### config.mk
export PLATFORM = sky130hd
export DESIGN_NAME = remote_control_register_bank
export DESIGN_NICKNAME = d
export VERILOG_FILES = /design/src/remote_ctl_pkg.sv /design/src/crc16_step.sv /design/src/display_slot.sv /design/src/remote_control_register_bank.sv
export SDC_FILE = /design/constraint.sdc
export NUM_CORES = 1
export LEC_CHECK = 0
export BUFFER_PORTS_ARGS = -buffer_cell sky130_fd_sc_hd__buf_4
export CAP_MARGIN = 20
export CORE_MARGIN = 8
export CORE_UTILIZATION = 60
export CTS_BUF_LIST = sky130_fd_sc_hd__clkbuf_2
export CTS_CLUSTER_DIAMETER = 30
export DETAILED_ROUTE_END_ITERATION = 7
export PLACE_DENSITY = 0.89
export SLEW_MARGIN = 20
export SYNTH_ARGS = -nofsm -noshare
export SYNTH_HDL_FRONTEND = slang
export SYNTH_HIERARCHICAL = 1
export SYNTH_SLANG_ARGS = --single-unit
### constraint.sdc
create_clock -name CLOCK_I -period 7.8 [get_ports CLOCK_I]
set_clock_uncertainty 0.1 [all_clocks]
set_input_delay 1.56 -clock CLOCK_I [delete_from_list [all_inputs] [get_ports CLOCK_I]]
set_output_delay 1.56 -clock CLOCK_I [all_outputs]
set_load 0.01 [all_outputs]
### src/remote_ctl_pkg.sv
// shared constants, types and register map of the remote control bank
package remote_ctl_pkg;

  ////////////////////////////////////////////////////////////////////////
  // register addresses
  localparam logic [15:0] REG_DISPLAY1 = 16'h0038;
  localparam logic [15:0] REG_DISPLAY4 = 16'h003b;
  localparam logic [15:0] REG_SETPOINT = 16'h0041;
  localparam logic [15:0] REG_OPERATION = 16'h0042;
  localparam logic [15:0] REG_SELECTOR = 16'h0043;

  // reset values
  localparam logic [15:0] SETPOINT_RESET = 16'h0000;
  localparam logic [15:0] OPERATION_RESET = 16'h0000;
  localparam logic [15:0] SELECTOR_RESET = 16'h0000;
  localparam logic [15:0] DISPLAY_RESET = 16'h0000;

  // operation word bits
  localparam int OP_RUN_BIT = 0;
  localparam int OP_MODE_BIT = 1;
  localparam int OP_ALARM_BIT = 2;

  // selector fields
  localparam int SEL_W = 4;
  localparam int SEL_COUNT = 4;
  localparam logic [3:0] SEL_NONE = 4'h0;
  localparam logic [3:0] SEL_AMBIENT = 4'h1;
  localparam logic [3:0] SEL_EXT_TUNE = 4'h2;
  localparam logic [3:0] SEL_INLET = 4'h3;
  localparam logic [3:0] SEL_MAINT = 4'h4;
  localparam logic [3:0] SEL_PRESSURE = 4'h5;
  localparam logic [15:0] EXT_TUNE_OFF_VALUE = 16'hf334;

  ////////////////////////////////////////////////////////////////////////
  // link protocol
  localparam logic [7:0] FN_READ_HOLD = 8'h03;
  localparam logic [7:0] FN_READ_INPUT = 8'h04;
  localparam logic [7:0] FN_WRITE_SINGLE = 8'h06;
  localparam logic [7:0] EXC_FLAG = 8'h80;
  localparam logic [7:0] EXC_FUNCTION = 8'h01;
  localparam logic [7:0] EXC_ADDRESS = 8'h02;
  localparam logic [7:0] EXC_VALUE = 8'h03;
  localparam logic [7:0] ADDR_BROADCAST = 8'h00;
  localparam logic [7:0] CH_COLON = 8'h3a;
  localparam logic [7:0] CH_CR = 8'h0d;
  localparam logic [7:0] CH_LF = 8'h0a;
  localparam logic [15:0] CRC_INIT = 16'hffff;
  localparam logic [15:0] CRC_POLY = 16'ha001;
  localparam logic [3:0] RTU_FRAME_LEN = 4'd8;
  localparam logic [3:0] ASCII_FRAME_LEN = 4'd7;
  localparam logic [3:0] BUF_DEPTH = 4'd8;
  localparam logic [2:0] LEN_READ_REPLY = 3'd5;
  localparam logic [2:0] LEN_WRITE_REPLY = 3'd6;
  localparam logic [2:0] LEN_EXC_REPLY = 3'd3;

  typedef struct packed {
    logic [15:0] ambient;
    logic [15:0] ext_tune;
    logic ext_tune_on;
    logic [15:0] inlet;
    logic [15:0] maint;
    logic [15:0] pressure;
  } sensor_s;

  typedef enum logic [2:0] {
    ST_IDLE = 3'b001,
    ST_EXEC = 3'b010,
    ST_SEND = 3'b100
  } frame_state_e;

endpackage : remote_ctl_pkg

### src/crc16_step.sv
// one byte step of the reflected 16-bit link checksum
`timescale 1ns/1ps
module crc16_step
  import remote_ctl_pkg::*;
(
  input wire logic [15:0] crc_i,
  input wire logic [7:0] byte_i,
  output logic [15:0] crc_o
);

  always_comb begin
    logic [15:0] c;
    c = crc_i ^ {8'h00, byte_i};
    for (int i = 0; i < 8; i++) begin
      c = c[0] ? ((c >> 1) ^ CRC_POLY) : (c >> 1);
    end
    crc_o = c;
  end

endmodule : crc16_step

### src/display_slot.sv
// one display word: selector chooses the shown quantity
`timescale 1ns/1ps
module display_slot
  import remote_ctl_pkg::*;
(
  input wire logic clk_i,
  input wire logic resetn_i,
  input wire logic [3:0] sel_i,
  input wire sensor_s sensor_i,
  output logic [15:0] value_o
);

  logic [15:0] value_d;
  logic [15:0] value_q;

  // temperatures pass as signed tenths of a degree, unchanged
  always_comb begin
    case (sel_i)
      SEL_NONE: value_d = 16'h0000;
      SEL_AMBIENT: value_d = sensor_i.ambient;
      SEL_EXT_TUNE: begin
        value_d = sensor_i.ext_tune_on ? sensor_i.ext_tune : EXT_TUNE_OFF_VALUE;
      end
      SEL_INLET: value_d = sensor_i.inlet;
      SEL_MAINT: value_d = sensor_i.maint;
      SEL_PRESSURE: value_d = sensor_i.pressure;
      default: value_d = 16'h0000;
    endcase
  end

  always_ff @(posedge clk_i) begin
    if (!resetn_i) begin
      value_q <= DISPLAY_RESET;
    end else begin
      value_q <= value_d;
    end
  end

  assign value_o = value_q;
endmodule : display_slot

### src/remote_control_register_bank.sv
// serial-link holding registers, frame engine and display selection
`timescale 1ns/1ps
module remote_control_register_bank
  import remote_ctl_pkg::*;
(
  input wire logic CLOCK_I,
  input wire logic RESETN_I,
  input wire logic MODE_ASCII_I,
  input wire logic [7:0] SLAVE_ADDR_I,
  input wire logic RX_VALID_I,
  input wire logic [7:0] RX_DATA_I,
  input wire logic RX_GAP_I,
  input wire logic TX_READY_I,
  output logic TX_VALID_O,
  output logic [7:0] TX_DATA_O,
  input wire logic CONTACT_INPUT_RUN_CONTROL_SETTING_I,
  input wire logic PANEL_LOCAL_I,
  input wire logic [15:0] SP_MIN_I,
  input wire logic [15:0] SP_MAX_I,
  input wire sensor_s SENSOR_I,
  output logic [15:0] SETPOINT_O,
  output logic RUN_REQ_O,
  output logic SERIAL_MODE_O,
  output logic ALARM_CLEAR_O
);

  function automatic logic [7:0] to_hex(input logic [3:0] n);
    to_hex = (n < 4'ha) ? (8'h30 + {4'h0, n}) : (8'h37 + {4'h0, n});
  endfunction : to_hex

  function automatic logic [4:0] from_hex(input logic [7:0] c);
    logic [7:0] d;
    d = 8'h00;
    from_hex = 5'h00;
    if (c >= 8'h30 && c <= 8'h39) begin
      d = c - 8'h30;
      from_hex = {1'b1, d[3:0]};
    end else if (c >= 8'h41 && c <= 8'h46) begin
      d = c - 8'h37;
      from_hex = {1'b1, d[3:0]};
    end else if (c >= 8'h61 && c <= 8'h66) begin
      d = c - 8'h57;
      from_hex = {1'b1, d[3:0]};
    end
  endfunction : from_hex

  ////////////////////////////////////////////////////////////////////////
  // receive side
  frame_state_e state_q;
  logic [7:0] buf_q [0:7];
  logic [3:0] cnt_q;
  logic bad_q;
  logic frame_on_q;
  logic hi_have_q;
  logic [3:0] hi_nib_q;
  logic cr_q;
  logic [7:0] lrc_rx_q;
  logic [15:0] crc_rx_q;
  logic [15:0] crc_rx_d;
  logic rx_take;
  logic [4:0] hx;
  logic put;
  logic [7:0] put_byte;
  logic frame_ok;

  assign rx_take = RX_VALID_I && (state_q == ST_IDLE);
  assign hx = from_hex(RX_DATA_I);

  always_comb begin
    put = 1'b0;
    put_byte = RX_DATA_I;
    if (rx_take && !MODE_ASCII_I && !RX_GAP_I) begin
      put = 1'b1;
    end else if (rx_take && MODE_ASCII_I && frame_on_q && hx[4] &&
                 hi_have_q && !cr_q) begin
      put = 1'b1;
      put_byte = {hi_nib_q, hx[3:0]};
    end
  end

  // a whole frame is checked on its own end marker only
  always_comb begin
    frame_ok = 1'b0;
    if (MODE_ASCII_I) begin
      frame_ok = rx_take && RX_DATA_I == CH_LF && frame_on_q && cr_q &&
                 cnt_q == ASCII_FRAME_LEN && !bad_q && !hi_have_q &&
                 lrc_rx_q == 8'h00;
    end else if (state_q == ST_IDLE) begin
      frame_ok = RX_GAP_I && cnt_q == RTU_FRAME_LEN && !bad_q &&
                 crc_rx_q == 16'h0000;
    end
  end

  crc16_step u_crc_rx (
    .crc_i(crc_rx_q),
    .byte_i(put_byte),
    .crc_o(crc_rx_d)
  );

  always_ff @(posedge CLOCK_I) begin
    if (!RESETN_I) begin
      cnt_q <= 4'd0;
      bad_q <= 1'b0;
      frame_on_q <= 1'b0;
      hi_have_q <= 1'b0;
      hi_nib_q <= 4'h0;
      cr_q <= 1'b0;
      lrc_rx_q <= 8'h00;
      crc_rx_q <= CRC_INIT;
    end else if (MODE_ASCII_I) begin
      if (rx_take && RX_DATA_I == CH_COLON) begin
        frame_on_q <= 1'b1;
        cnt_q <= 4'd0;
        bad_q <= 1'b0;
        hi_have_q <= 1'b0;
        cr_q <= 1'b0;
        lrc_rx_q <= 8'h00;
      end else if (rx_take && frame_on_q) begin
        if (RX_DATA_I == CH_CR) begin
          cr_q <= 1'b1;
        end else if (RX_DATA_I == CH_LF) begin
          frame_on_q <= 1'b0;
          cr_q <= 1'b0;
        end else if (hx[4] && !cr_q) begin
          hi_have_q <= !hi_have_q;
          hi_nib_q <= hx[3:0];
        end else begin
          bad_q <= 1'b1;
        end
      end
    end else if (RX_GAP_I) begin
      cnt_q <= 4'd0;
      bad_q <= 1'b0;
      crc_rx_q <= CRC_INIT;
    end
    if (RESETN_I && put) begin
      if (cnt_q < BUF_DEPTH) begin
        cnt_q <= cnt_q + 4'd1;
      end else begin
        bad_q <= 1'b1; // overlong frame is dropped, not truncated
      end
      crc_rx_q <= crc_rx_d;
      lrc_rx_q <= lrc_rx_q + put_byte;
    end
  end

  always_ff @(posedge CLOCK_I) begin
    if (put && cnt_q < BUF_DEPTH) begin
      buf_q[cnt_q[2:0]] <= put_byte;
    end
  end

  ////////////////////////////////////////////////////////////////////////
  // decode, registers and side effects
  logic [15:0] reg_addr;
  logic [15:0] wr_val;
  logic is_read;
  logic is_write;
  logic [7:0] exc;
  logic [15:0] rd_data;
  logic wr_en;
  logic [15:0] setpoint_q;
  logic [15:0] op_q;
  logic [15:0] sel_q;
  logic serial_mode_q;
  logic run_q;
  logic alarm_clear_q;
  logic [15:0] disp [0:3];

  assign reg_addr = {buf_q[2], buf_q[3]};
  assign wr_val = {buf_q[4], buf_q[5]};
  assign is_read = buf_q[1] == FN_READ_HOLD || buf_q[1] == FN_READ_INPUT;
  assign is_write = buf_q[1] == FN_WRITE_SINGLE;

  always_comb begin
    logic [15:0] di;
    di = reg_addr - REG_DISPLAY1;
    rd_data = 16'h0000;
    exc = 8'h00;
    if (reg_addr >= REG_DISPLAY1 && reg_addr <= REG_DISPLAY4) begin
      rd_data = disp[di[1:0]];
    end else if (reg_addr == REG_SETPOINT) begin
      rd_data = setpoint_q;
    end else if (reg_addr == REG_OPERATION) begin
      rd_data = op_q;
    end else if (reg_addr == REG_SELECTOR) begin
      rd_data = sel_q;
    end else begin
      exc = EXC_ADDRESS;
    end
    if (!is_read && !is_write) begin
      exc = EXC_FUNCTION;
    end else if (is_read && wr_val != 16'h0001) begin
      exc = EXC_VALUE; // one register per read only
    end else if (is_write && reg_addr >= REG_DISPLAY1 &&
                 reg_addr <= REG_DISPLAY4) begin
      exc = EXC_ADDRESS;
    end
  end

  assign wr_en = (state_q == ST_EXEC) && is_write && exc == 8'h00;

  always_ff @(posedge CLOCK_I) begin
    if (!RESETN_I) begin
      setpoint_q <= SETPOINT_RESET;
    end else if (wr_en && reg_addr == REG_SETPOINT &&
                 serial_mode_q) begin
      if ($signed(wr_val) > $signed(SP_MAX_I)) begin
        setpoint_q <= SP_MAX_I;
      end else if ($signed(wr_val) < $signed(SP_MIN_I)) begin
        setpoint_q <= SP_MIN_I;
      end else begin
        setpoint_q <= wr_val;
      end
    end
  end

  always_ff @(posedge CLOCK_I) begin
    if (!RESETN_I) begin
      op_q <= OPERATION_RESET;
      sel_q <= SELECTOR_RESET;
    end else if (wr_en && reg_addr == REG_OPERATION) begin
      op_q <= wr_val;
    end else if (wr_en && reg_addr == REG_SELECTOR) begin
      sel_q <= wr_val;
    end
  end

  // the entry request wins over a panel return in the same cycle
  always_ff @(posedge CLOCK_I) begin
    if (!RESETN_I) begin
      serial_mode_q <= 1'b0;
    end else if (wr_en && reg_addr == REG_OPERATION &&
                 wr_val[OP_MODE_BIT] && !op_q[OP_MODE_BIT]) begin
      serial_mode_q <= 1'b1;
    end else if (PANEL_LOCAL_I) begin
      serial_mode_q <= 1'b0;
    end
  end

  always_ff @(posedge CLOCK_I) begin
    if (!RESETN_I) begin
      run_q <= 1'b0;
      alarm_clear_q <= 1'b0;
    end else begin
      alarm_clear_q <= wr_en && reg_addr == REG_OPERATION && serial_mode_q &&
                       wr_val[OP_ALARM_BIT] && !op_q[OP_ALARM_BIT];
      if (wr_en && reg_addr == REG_OPERATION && serial_mode_q &&
          !CONTACT_INPUT_RUN_CONTROL_SETTING_I) begin
        run_q <= wr_val[OP_RUN_BIT];
      end
    end
  end

  for (genvar g = 0; g < SEL_COUNT; g++) begin : g_slot
    display_slot u_slot (
      .clk_i(CLOCK_I),
      .resetn_i(RESETN_I),
      .sel_i(sel_q[g*SEL_W +: SEL_W]),
      .sensor_i(SENSOR_I),
      .value_o(disp[g])
    );
  end

  ////////////////////////////////////////////////////////////////////////
  // reply build and transmit
  logic [7:0] tx_buf_q [0:7];
  logic [2:0] tx_len_q;
  logic ascii_q;
  logic [4:0] tx_pos_q;
  logic tx_valid_q;
  logic [7:0] tx_data_q;
  logic [15:0] crc_tx_q;
  logic [15:0] crc_tx_d;
  logic [7:0] lrc_tx_q;
  logic [4:0] total;
  logic [4:0] pm1;
  logic [2:0] k;
  logic [7:0] byte_k;
  logic [7:0] char_d;
  logic load;
  logic last_lo;

  assign total = ascii_q ? ({1'b0, tx_len_q, 1'b0} + 5'd5)
                         : ({2'b00, tx_len_q} + 5'd2);
  assign pm1 = tx_pos_q - 5'd1;
  assign k = ascii_q ? pm1[3:1] : tx_pos_q[2:0];
  assign byte_k = (k < tx_len_q) ? tx_buf_q[k]
                : (ascii_q ? 8'h00 - lrc_tx_q : 8'h00);
  assign last_lo = pm1[0];
  assign load = state_q == ST_SEND && (!tx_valid_q || TX_READY_I) &&
                tx_pos_q < total;

  always_comb begin
    char_d = byte_k;
    if (ascii_q) begin
      if (tx_pos_q == 5'd0) begin
        char_d = CH_COLON;
      end else if (tx_pos_q == total - 5'd2) begin
        char_d = CH_CR;
      end else if (tx_pos_q == total - 5'd1) begin
        char_d = CH_LF;
      end else begin
        char_d = to_hex(last_lo ? byte_k[3:0] : byte_k[7:4]);
      end
    end else if (tx_pos_q == {2'b00, tx_len_q}) begin
      char_d = crc_tx_q[7:0];
    end else if (tx_pos_q == {2'b00, tx_len_q} + 5'd1) begin
      char_d = crc_tx_q[15:8];
    end
  end

  crc16_step u_crc_tx (
    .crc_i(crc_tx_q),
    .byte_i(byte_k),
    .crc_o(crc_tx_d)
  );

  always_ff @(posedge CLOCK_I) begin
    if (!RESETN_I) begin
      state_q <= ST_IDLE;
      tx_len_q <= 3'd0;
      ascii_q <= 1'b0;
      tx_pos_q <= 5'd0;
      tx_valid_q <= 1'b0;
      tx_data_q <= 8'h00;
      crc_tx_q <= CRC_INIT;
      lrc_tx_q <= 8'h00;
    end else begin
      case (state_q)
        ST_IDLE: begin
          if (frame_ok && (buf_q[0] == SLAVE_ADDR_I ||
                           buf_q[0] == ADDR_BROADCAST)) begin
            state_q <= ST_EXEC;
          end
        end
        ST_EXEC: begin
          // broadcast is acted on but never answered
          state_q <= (buf_q[0] == ADDR_BROADCAST) ? ST_IDLE : ST_SEND;
          ascii_q <= MODE_ASCII_I;
          tx_pos_q <= 5'd0;
          crc_tx_q <= CRC_INIT;
          lrc_tx_q <= 8'h00;
          tx_buf_q[0] <= buf_q[0];
          if (exc != 8'h00) begin
            tx_len_q <= LEN_EXC_REPLY;
            tx_buf_q[1] <= buf_q[1] | EXC_FLAG;
            tx_buf_q[2] <= exc;
          end else if (is_write) begin
            tx_len_q <= LEN_WRITE_REPLY;
            for (int i = 1; i < 6; i++) begin
              tx_buf_q[i] <= buf_q[i];
            end
          end else begin
            tx_len_q <= LEN_READ_REPLY;
            tx_buf_q[1] <= buf_q[1];
            tx_buf_q[2] <= 8'h02;
            tx_buf_q[3] <= rd_data[15:8];
            tx_buf_q[4] <= rd_data[7:0];
          end
        end
        ST_SEND: begin
          if (load) begin
            tx_valid_q <= 1'b1;
            tx_data_q <= char_d;
            tx_pos_q <= tx_pos_q + 5'd1;
            if (!ascii_q && k < tx_len_q && tx_pos_q < {2'b00, tx_len_q}) begin
              crc_tx_q <= crc_tx_d;
            end
            if (ascii_q && last_lo && k < tx_len_q && tx_pos_q != 5'd0 &&
                tx_pos_q < total - 5'd2) begin
              lrc_tx_q <= lrc_tx_q + byte_k;
            end
          end else if (tx_pos_q >= total && (TX_READY_I || !tx_valid_q)) begin
            tx_valid_q <= 1'b0;
            state_q <= ST_IDLE;
          end
        end
        default: state_q <= ST_IDLE;
      endcase
    end
  end

  assign TX_VALID_O = tx_valid_q;
  assign TX_DATA_O = tx_data_q;
  assign SETPOINT_O = setpoint_q;
  assign RUN_REQ_O = run_q;
  assign SERIAL_MODE_O = serial_mode_q;
  assign ALARM_CLEAR_O = alarm_clear_q;
endmodule : remote_control_register_bank

After elaboration in Yosys (flattened, before gate mapping)

Memory sizes are Yosys's and may differ from the RTL's.
Index checks and enable logic that the tools add are counted.

Output and inout port bits: 28
Memories: 2
Register bits after elaboration: 196
Input bits: 137
RAM bits: 128
Word-level logic and storage cells: 377

Memories:

| name     | words | bits a word | read ports | clocked after Yosys merged registers in | wr ports | line                                | source |
|---|---|---|---|---|---|---|---|
| buf_q    | 8     | 8           | 6          | 0                                       | 1        | remote_control_register_bank.sv:50  | `logic [7:0] buf_q [0:7];` |
| tx_buf_q | 8     | 8           | 1          | 0                                       | 6        | remote_control_register_bank.sv:267 | `logic [7:0] tx_buf_q [0:7];` |

Bitwise operators: 29
Reduce and logical (&&, ||, !) cells: 95
Equality and inequality tests: 52
Order comparisons: 18
$add $sub $neg: 17
Mux-type cells: 138

Operators by type and width:

| kind                | count |
|---|---|
| $mux 16             | 31 |
| $pmux 16 s5         | 4 |
| $mux 8              | 22 |
| $logic_and 1x1->1   | 53 |
| $not 2->3           | 17 |
| $mux 1              | 49 |
| $eq 16x7->1 const B | 3 |
| $eq 4x3->1 const B  | 9 |
| $bmux 16 s2         | 1 |
| $eq 4x2->1 const B  | 8 |
| $pmux 16 s2         | 1 |
| $xor 16x8->16       | 2 |
| $mux 4              | 7 |
| $mux 7              | 4 |
| $mux 5              | 5 |
| $logic_not 8->1     | 3 |
| $mux 3              | 6 |
| $add 8x8->8         | 2 |
| $eq 4x1->1 const B  | 4 |
| $eq 8x3->1 const B  | 2 |
| $eq 8x4->1 const B  | 2 |
| $ge 16x6->1 const B | 1 |
| $ge 8x7->1 const B  | 2 |
| $gt 16x16->1        | 1 |
| other kinds (57)    | 110 |

Logic depth before layout (Yosys ltp)

Gate-level depths: netlist (run 1).

Depth after elaboration: 28
Mapped depth: 23
Depth with buffers taken out: 21

Cells and area by module

The synthesis (run 1) kept the hierarchy.

By module, submodules not included:

| module                       | instances | cells each | area an instance (um2) | sequential area each (um2) |
|---|---|---|---|---|
| remote_control_register_bank | 1         | 1,330      | 13,111.3               | 5,685.5 |
| display_slot                 | 4         | 150        | 1,311.3                | 320.3 |
| crc16_step                   | 2         | 26         | 251.5                  | 0.0 |

Worst setup path before layout (run 1)

Ideal clock, no wire load.

Kind: input-to-reg
Start: input port RX_DATA_I[3]
End: register crc_rx_q[0] (data pin)
Stages: 11
Data required time: 7,438 ps
Setup time: 262 ps
Path slack: 2,355 ps
Data arrival time: 5,082 ps
Cells stage by stage: or4b_1 -> a311oi_2 -> nor2_2 -> nor4b_4 -> nand2_1 -> xnor2_1 -> xnor2_1 -> xnor2_1 -> xor3_2 -> xnor3_1 -> or2_2

Elaborated cells on any way between the ends: 40
Classes of those cells: 3 x add/sub; 6 x order compare; 16 x mux; 8 x bitwise; 7 x reduce/logical

RTL lines:

| item                                            | line                                | source |
|---|---|---|
| start: declaration                              | remote_control_register_bank.sv:11  | `input wire logic [7:0] RX_DATA_I,` |
| $ge 8x7->1 / $le 8x7->1 (equally long branches) | remote_control_register_bank.sv:41  | `end else if (c >= 8'h61 && c <= 8'h66) begin` |
| $logic_and 1x1->1                               | remote_control_register_bank.sv:41  |  |
| $mux 5                                          | remote_control_register_bank.sv:41  |  |
| $mux 5                                          | remote_control_register_bank.sv:38  | `end else if (c >= 8'h41 && c <= 8'h46) begin` |
| $mux 5 (*)                                      | remote_control_register_bank.sv:35  | `if (c >= 8'h30 && c <= 8'h39) begin` |
| $logic_and 1x1->1 (2 in series)                 | remote_control_register_bank.sv:74  | `end else if (rx_take && MODE_ASCII_I && frame_on_q && hx[4] &&` |
| $logic_and 1x1->1                               | remote_control_register_bank.sv:75  | `hi_have_q && !cr_q) begin` |
| $mux 8 (*)                                      | remote_control_register_bank.sv:74  |  |
| $mux 8 (*)                                      | remote_control_register_bank.sv:72  | `if (rx_take && !MODE_ASCII_I && !RX_GAP_I) begin` |
| net put_byte[0]                                 | remote_control_register_bank.sv:63  | `logic [7:0] put_byte;` |
| $xor 16x8->16 (*)                               | crc16_step.sv:13                    | `c = crc_i ^ {8'h00, byte_i};` |
| $mux 16 (*) (8 in series)                       | crc16_step.sv:15                    | `c = c[0] ? ((c >> 1) ^ CRC_POLY) : (c >> 1);` |
| net crc_rx_d[0]                                 | remote_control_register_bank.sv:59  | `logic [15:0] crc_rx_d;` |
| $mux 16 (*)                                     | remote_control_register_bank.sv:136 | `if (RESETN_I && put) begin` |
| end signal: assignment                          | remote_control_register_bank.sv:142 | `crc_rx_q <= crc_rx_d;` |
| end: declaration                                | remote_control_register_bank.sv:58  | `logic [15:0] crc_rx_q;` |

Mark *: on every way through the listed nets, which the timed path passes. The rest lies on a longest branch.
A chain may end at the register's enable or synchronous reset.

Worst setup path in the final report (run 1)

Start: register tx_pos_q[0]
End: register lrc_tx_q[7]

Word-level cells in the longest chain between the ends: 8
Elaborated cells on any way between the ends: 20
Classes of those cells: 2 x add/sub; 3 x order compare; 2 x eq/ne; 5 x mux; 7 x reduce/logical; 1 x memory

Ends and longest elaborated chain:

| item                                             | line                                | source |
|---|---|---|
| start: declaration                               | remote_control_register_bank.sv:270 | `logic [4:0] tx_pos_q;` |
| start signal: assignment                         | remote_control_register_bank.sv:366 | `tx_pos_q <= tx_pos_q + 5'd1;` |
| $sub 4x1->4                                      | remote_control_register_bank.sv:286 | `assign pm1 = tx_pos_q - 5'd1;` |
| $mux 3 (*)                                       | remote_control_register_bank.sv:287 | `assign k = ascii_q ? pm1[3:1] : tx_pos_q[2:0];` |
| $mem_v2 8x8 / $lt 3x3->1 (equally long branches) | n/a                                 |  |
| $mux 8 (*)                                       | remote_control_register_bank.sv:288 | `assign byte_k = (k < tx_len_q) ? tx_buf_q[k]` |
| net byte_k[2]                                    | remote_control_register_bank.sv:279 | `logic [7:0] byte_k;` |
| $add 8x8->8 (*)                                  | remote_control_register_bank.sv:372 | `lrc_tx_q <= lrc_tx_q + byte_k;` |
| $mux 8 (*)                                       | remote_control_register_bank.sv:370 | `if (ascii_q && last_lo && k < tx_len_q && tx_pos_q != 5'd0 &&` |
| $mux 8 (*)                                       | remote_control_register_bank.sv:363 | `if (load) begin` |
| $pmux 8 s2 (*)                                   | remote_control_register_bank.sv:330 | `case (state_q)` |
| end signal: assignment                           | remote_control_register_bank.sv:372 |  |
| end: declaration                                 | remote_control_register_bank.sv:275 | `logic [7:0] lrc_tx_q;` |

Mark *: on every way through the listed nets, which the timed path passes. The rest lies on a longest branch. The select of a mux whose other input is x is not followed.

==> results of run 1 <==
placed cells by master (no fill, tap or decap), types with 16 or more instances in the layout:
cell type and instances:
nand2_1 164, o21ai_1 77, nor2_1 95, a21oi_1 85, xnor2_1 50, o22ai_1 23
a211oi_1 18, a22oi_1 21, a21o_1 24, xor2_1 33, o21ai_0 83, clkbuf_2 107
mux2_2 88, mux2i_1 32, inv_1 88, buf_4 182, and3b_1 145, ha_1 75
dfxtp_1 177, nor4_1 18, a31oi_1 60, nand4_1 16, nor3_1 32, mux4_2 16
nand3_1 67, edfxtp_1 112
kinds of logic after synthesis:
group | Yosys count
AO/OA/AOI/OAI | 488
multiplexers | 138
buffers and inverters | 225
adder cells (fa/ha/maj) | 77
XOR/XNOR | 88
flip-flops | 292
AND/OR/NAND/NOR | 674
worst max-delay path, stage by stage (launching register included):
cell and delay (ns):
dfxtp_1 0.83, inv_1 0.31, ha_1 0.32, xnor2_2 0.49
o21a_1 0.62, inv_1 0.10, ha_1 0.33, o21a_1 0.22
or4_1 0.62, a211oi_1 0.28, nor2_1 0.10, nand3_1 0.21
ha_1 0.32, a21oi_1 0.22, o21bai_1 0.09, a21oi_1 0.21
o21ai_0 0.17, xor2_1 0.21, nor3_1 0.06, o21ai_0 0.20
a21oi_1 0.09
power groups by stage:
stage	sequential (mW)	combinational, mW	clock, mW
floorplan	1.62	0.111	0
global placement	1.62	0.208	0
detailed placement	1.62	0.218	0
CTS	1.59	0.220	1.24
global route	1.59	0.242	1.31
finish	1.59	0.229	1.22
cell type report:
class / instances / share of cell area
Timing Repair Buffer: 185 / 0.06734
Clock inverter: 34 / 0.01361
Multi-Input combinational cell: 1465 / 0.5185
Tap cell: 402 / 0.02410
Sequential cell: 292 / 0.3341
Clock buffer: 107 / 0.02566
Inverter: 91 / 0.01661
Antenna cell: 1 / 0.0001199
sequential cells by signal (all words and copies together) (netlist names), 3 cells and up:
name and flops:
sel_q 16, tx_pos_q 5, buf_q 48, TX_DATA_O 8, op_q 16, state_q 3, crc_rx_q 16, hi_nib_q 4
g_slot.u_slot/value_o 64, lrc_tx_q 8, tx_buf_q 48, lrc_rx_q 8, tx_len_q 3, SETPOINT_O 16, crc_tx_q 16, cnt_q 4
per-stage QoR:
step           instances  total power, mW  cell area (um2)  utilization
6_report            2577            3.042            20870       0.6681
5_1_grt             2577            3.148            20870       0.6681
4_1_cts             2573            3.046            20800       0.6660
3_5_place_dp        2432            1.843            19980       0.6397
3_3_place_gp        2432            1.832            19980       0.6397
2_1_floorplan       1982            1.733            18860            -
path summary, 6_finish.rpt:
| check | end |
|---|---|
| max reg2reg | lrc_tx_q[7] |
| min | tx_buf_q[2][6] |
| min reg2reg | tx_buf_q[2][6] |
| max | lrc_tx_q[7] |
layer usage:
metal | part of all wire | vias to the layer above | wire length [um]
li1 | - | 7625 | -
met1 | 0.38 | 8115 | 22640
met2 | 0.45 | 1332 | 26480
met3 | 0.12 | 325 | 7178
met4 | 0.052 | 0 | 3111
met5 | 0 | - | 0
==> flow_metrics.env, run 1 <==
export IMPL_status="finished, final reports clean"
export IMPL_grt_overflow=0
export IMPL_initial_core_util=0.6039
export IMPL_cts_sinks=292
export IMPL_met2_usage=0.4701
export IMPL_vias=17400
export IMPL_period_minus_slack_ns=6.257
export IMPL_period_share=0.8022
export IMPL_p_per_area_nw_per_um2=145.8
export IMPL_layout_setup_ws_ns=1.543
export IMPL_max_slew_worst_pin_slew_ns=1.195
export IMPL_p_switching_uw=806.5
export IMPL_io_pins=165
export IMPL_wl_per_cell_um=23.05
export IMPL_fillCellCount=2350
export IMPL_synth_compound_area_frac=0.1687
export IMPL_die_area_um2=37360
export IMPL_gr_max_usage_layer="met2"
export IMPL_yosys_area_top_type="dfxtp_1"
export IMPL_finalWirelength_um=59410
export IMPL_async_reset_ff_frac=0
export IMPL_endpoint_kind="register"
export IMPL_ff_latch_area_um2=6970
export IMPL_dp_slack_ns=1.631
export IMPL_final_nets=2327
export IMPL_viasPerCell=6.751
export IMPL_critical_path_class="register to register"
export IMPL_drive_above_1_share=0.2286
export IMPL_hold_ws_ns=0.3504
export IMPL_use_met3=0.07011
export IMPL_synthMuxAreaShare=0.09036
export IMPL_crit_fanout=20
export IMPL_cp_arrival_ns=6.81
export IMPL_synth_fp_nets=2196
export IMPL_synth_flop_cell="dfxtp_1"
export IMPL_grt_use_total=0.3019
export IMPL_internal_power_mw=2.235
export IMPL_worstHoldPathCells=2
export IMPL_clk_latency_ns=0.87
export IMPL_grt_pass1_vias=17080
export IMPL_area_growth_syn_to_layout_pct=10.64
export IMPL_setup_viol=0
export IMPL_cts_clk_slew_worst_paths_ns=0.10
export IMPL_switching_share=0.2652
export IMPL_synthAdderAreaFrac=0.05188
export IMPL_synth_simple_area_share=0.2165
export IMPL_ir_worst_vdd_uv=92.83
export IMPL_first_pass_iters=8
export IMPL_synth_top_area_frac=0.1911
export IMPL_max_slew_margin_rel=0.1999
export IMPL_ant_nets=0
export IMPL_gp_congestion=0.9339
export IMPL_finalHoldViolCount=0
export IMPL_htree_levels=3
export IMPL_synth_edf_count=112
export IMPL_ys_warn_count=6
export IMPL_hold_buffers=0
export IMPL_io_buffers=164
export IMPL_multi_input_comb_area_um2=10820
export IMPL_drv_cap=0
export IMPL_fp_row_count=65
export IMPL_drc=0
export IMPL_grt_setup_unrepaired="no"
export IMPL_hold_path_startpoint="tx_buf_q[2][6]"
export IMPL_die_h_um=193.3
export IMPL_cts_tree="yes"
export IMPL_ff2ff_setup_slack_ns=1.54
export IMPL_power_frac_comb=0.075
export IMPL_critPathLaunch="tx_pos_q[0]"
export IMPL_fmax_ghz=0.1598
export IMPL_cts_max_path_buffers=3
export IMPL_hp_class="register to register"
export IMPL_syn_cell_area_um2=18860
export IMPL_synth_top_family_by_area="simple AND/OR/NAND/NOR gates"
export IMPL_grt_first_pass_wirelength_um=91960
export IMPL_crit_required_ns=8.36
export IMPL_drt_iter0_markers=2512
export IMPL_synth_commonest_cells="dfxtp_1, nand2_1, and3b_1, edfxtp_1, nor2_1"
export IMPL_grt_max_degree=60
export IMPL_grt_util_met1=0.3857
export IMPL_synthTopCellsByArea="dfxtp_1, edfxtp_1, and3b_1"
export IMPL_p_leak_nw=8.390
export IMPL_die_w_um=193.3
export IMPL_yosysSeqAreaShare=0.3694
export IMPL_core_um2=31230
export IMPL_cts_resized=0
export IMPL_pwr_share_seq=0.523
export IMPL_r2r_start="tx_pos_q[0]"
export IMPL_startpoint_type="register"
export IMPL_avgSynthCellArea_um2=9.515
export IMPL_finalMaxSlewViolations=0
export IMPL_synth_xor_area_share=0.04445
export IMPL_pwr_share_clk=0.402
export IMPL_synth_distinct_cells=97
export IMPL_cts_buffers=78
export IMPL_post_dp_hpwl_um=39590
export IMPL_reg2reg_depth=20
export IMPL_synthesis_instances=1982
export IMPL_cts_setup_buffers=0
export IMPL_clockRootBuffer="clkbuf_2"
export IMPL_antenna_found_initial=1
export IMPL_fin_tns_setup_ns=0
export IMPL_synth_most_common_cell="dfxtp_1"
export IMPL_ys_ff_latch=292
Note: power is estimated with default switching activity, not from simulation.
==> run 2: changes to the inputs <==
--- a/config.mk
+++ b/config.mk
@@ -8,7 +8,7 @@
 export BUFFER_PORTS_ARGS = -buffer_cell sky130_fd_sc_hd__buf_4
 export CAP_MARGIN = 20
 export CORE_MARGIN = 8
-export CORE_UTILIZATION = 60
+export CORE_UTILIZATION = 57
 export CTS_BUF_LIST = sky130_fd_sc_hd__clkbuf_2
 export CTS_CLUSTER_DIAMETER = 30
 export DETAILED_ROUTE_END_ITERATION = 7
==> constraint.sdc (replaced) <==
create_clock -name CLOCK_I -period 5.6 [get_ports CLOCK_I]
set_clock_uncertainty 0.1 [all_clocks]
set_input_delay 1.12 -clock CLOCK_I [delete_from_list [all_inputs] [get_ports CLOCK_I]]
set_output_delay 1.12 -clock CLOCK_I [all_outputs]
set_load 0.01 [all_outputs]
==> run 2 against run 1 <==
Against the previous run: first-iteration DRC count decreased by 4.2%; sequential share of layout area decreased by 0.066 points; non-clock buffer count increased by 18; via count increased by 0.44%; sequential power increased by 40%; core utilization decreased by 2.6 points; maximum frequency increased by 24%; worst setup slack got worse by 1.0 ns; largest cell class unchanged; highest routed layer unchanged.
==> flow_metrics.env, run 2 (synthesis gave the netlist of run 1 again) <==
export IMPL_status="finished, final reports clean"
export IMPL_drc=0
export IMPL_cts_setup_buffers=0
export IMPL_critical_path_class="register to register"
export IMPL_grt_max_degree=60
export IMPL_hold_path_startpoint="tx_buf_q[2][6]"
export IMPL_period_share=0.9032
export IMPL_holdPathEnd="tx_buf_q[2][6]"
export IMPL_final_common_cell="buf_4"
export IMPL_setup_viol=0
export IMPL_cp_common_cell="a21oi_1"
export IMPL_initial_core_util=0.5796
export IMPL_dp_slack_ns=0.3187
export IMPL_finalHoldViolCount=0
export IMPL_max_slew_worst_pin_slew_ns=1.275
export IMPL_multi_input_comb_area_um2=10800
export IMPL_grt_use_total=0.3017
export IMPL_clk_latency_ns=0.96
export IMPL_hold_ws_ns=0.3489
export IMPL_io_buffers=164
export IMPL_hold_buffers=0
export IMPL_timing_rr_end="crc_tx_q[0]"
export IMPL_reg2reg_depth=16
export IMPL_die_h_um=197.9
export IMPL_fin_tns_setup_ns=0
export IMPL_first_pass_iters=7
export IMPL_grt_first_pass_wirelength_um=94010
export IMPL_wl_per_cell_um=23.17
export IMPL_fin_util=0.6426
export IMPL_period_minus_slack_ns=5.058
export IMPL_r2r_start="tx_pos_q[3]"
export IMPL_cts_resized=0
export IMPL_viasPerCell=6.657
export IMPL_cts_buffers=77
export IMPL_post_dp_hpwl_um=40740
export IMPL_vias=17470
export IMPL_ir_worst_vdd_uv=128.6
export IMPL_cts_clk_slew_worst_paths_ns=0.10
export IMPL_die_area_um2=39160
export IMPL_largest_reg_flops=64
export IMPL_hp_class="register to register"
export IMPL_cpLargestDelayFamily="XOR/XNOR gates"
export IMPL_clockRootBuffer="clkbuf_2"
export IMPL_p_leak_nw=8.420
export IMPL_ant_nets=0
export IMPL_mostFrequentLayoutCells="buf_4, dfxtp_1, nand2_1"
export IMPL_area_growth_syn_to_layout_pct=10.86
export IMPL_finalMaxSlewViolations=0
export IMPL_worstHoldPathCells=2
export IMPL_htree_levels=3
export IMPL_drv_cap=0
export IMPL_max_slew_margin_rel=0.1466
export IMPL_cp_arrival_ns=5.66
export IMPL_drt_iter0_markers=2407
export IMPL_p_per_area_nw_per_um2=194.7
export IMPL_fmax_ghz=0.1977
export IMPL_power_total_mw=4.070
export IMPL_gp_congestion=0.9630
export IMPL_critPathLaunch="tx_pos_q[3]"
export IMPL_cts_tree="yes"
export IMPL_max_stage_delay_ns=0.58
export IMPL_ff_latch_area_um2=6970
export IMPL_path_cells="or4b_4 -> o211ai_4 -> inv_6 -> ha_1 -> nor2_1 -> o211ai_1 -> o21ai_1 -> buf_4 -> a21oi_1 -> a21oi_1 -> xor2_1 -> xnor2_1 -> xor3_2 -> xnor3_1 -> nor3_1 -> o21ai_0"
export IMPL_path_buf_inv=2
export IMPL_cts_max_path_buffers=3
export IMPL_die_w_um=197.9
export IMPL_grt_pass1_vias=17310
export IMPL_startpoint_type="register"
export IMPL_finalWirelength_um=60820
export IMPL_crit_fanout=15
export IMPL_slowest_stage="dfxtp_1"
export IMPL_layout_setup_ws_ns=0.5422
export IMPL_ff2ff_setup_slack_ns=0.54
export IMPL_core_um2=32540
export IMPL_cts_sinks=292
export IMPL_endpoint_kind="register"
export IMPL_drive_above_1_share=0.2314
export IMPL_grt_overflow=0
export IMPL_crit_required_ns=6.20
export IMPL_grt_setup_unrepaired="no"
export IMPL_fp_row_count=66
export IMPL_fillCellCount=2565
export IMPL_io_pins=165
export IMPL_antenna_found_initial=1
export IMPL_final_nets=2344
[run 2: metal layers]
layer | up-vias | wire length [um] | GRT usage
met4 | 0 | 3479 | 0.1665
li1 | 7630 | - | -
met5 | - | 0 | 0
met1 | 8107 | 22490 | 0.3820
met3 | 346 | 7539 | 0.07521
met2 | 1391 | 27310 | 0.4681
[run 2: final cells by class]
cell class / count / share of cell area
Antenna cell: 1 / 0.0001197
Inverter: 91 / 0.01658
Clock buffer: 104 / 0.02490
Clock inverter: 27 / 0.008558
Sequential cell: 292 / 0.3334
Tap cell: 442 / 0.02645
Multi-Input combinational cell: 1465 / 0.5166
Timing Repair Buffer: 203 / 0.07337
[run 2: worst max-delay path by stage]
stage | to | slack (ns) | cells past startpoint
finish | crc_tx_q[0] | 0.54 | 16
global route | crc_tx_q[0] | 0.22 | 16
global placement | crc_rx_q[0] | 0.50 | 12
floorplan | crc_rx_q[0] | 0.60 | 11
detailed placement | crc_rx_q[0] | 0.32 | 12
CTS | crc_tx_q[0] | 0.62 | 16
[run 2: worst register-to-register path, cell delays in order, from the launching register on]
cell      delay, ns
dfxtp_1        0.58
or4b_4         0.55
o211ai_4       0.23
inv_6          0.13
ha_1           0.30
nor2_1         0.12
o211ai_1       0.18
o21ai_1        0.25
buf_4          0.20
a21oi_1        0.06
a21oi_1        0.49
xor2_1         0.31
xnor2_1        0.20
xor3_2         0.54
xnor3_1        0.35
nor3_1         0.23
o21ai_0        0.10
[run 2: where the power goes]
part / leakage, nW / internal (mW) / switching (mW)
Sequential: 2.45 / 2.21 / 0.00789
Clock: 0.526 / 0.606 / 0.928
Combinational: 5.45 / 0.146 / 0.175
[run 2: through the flow]
step	cell area, um2	cells
3_3_place_gp	20170	2491
3_5_place_dp	20170	2491
2_1_floorplan	18860	1982
4_1_cts	20870	2622
5_1_grt	20910	2625
6_report	20910	2625
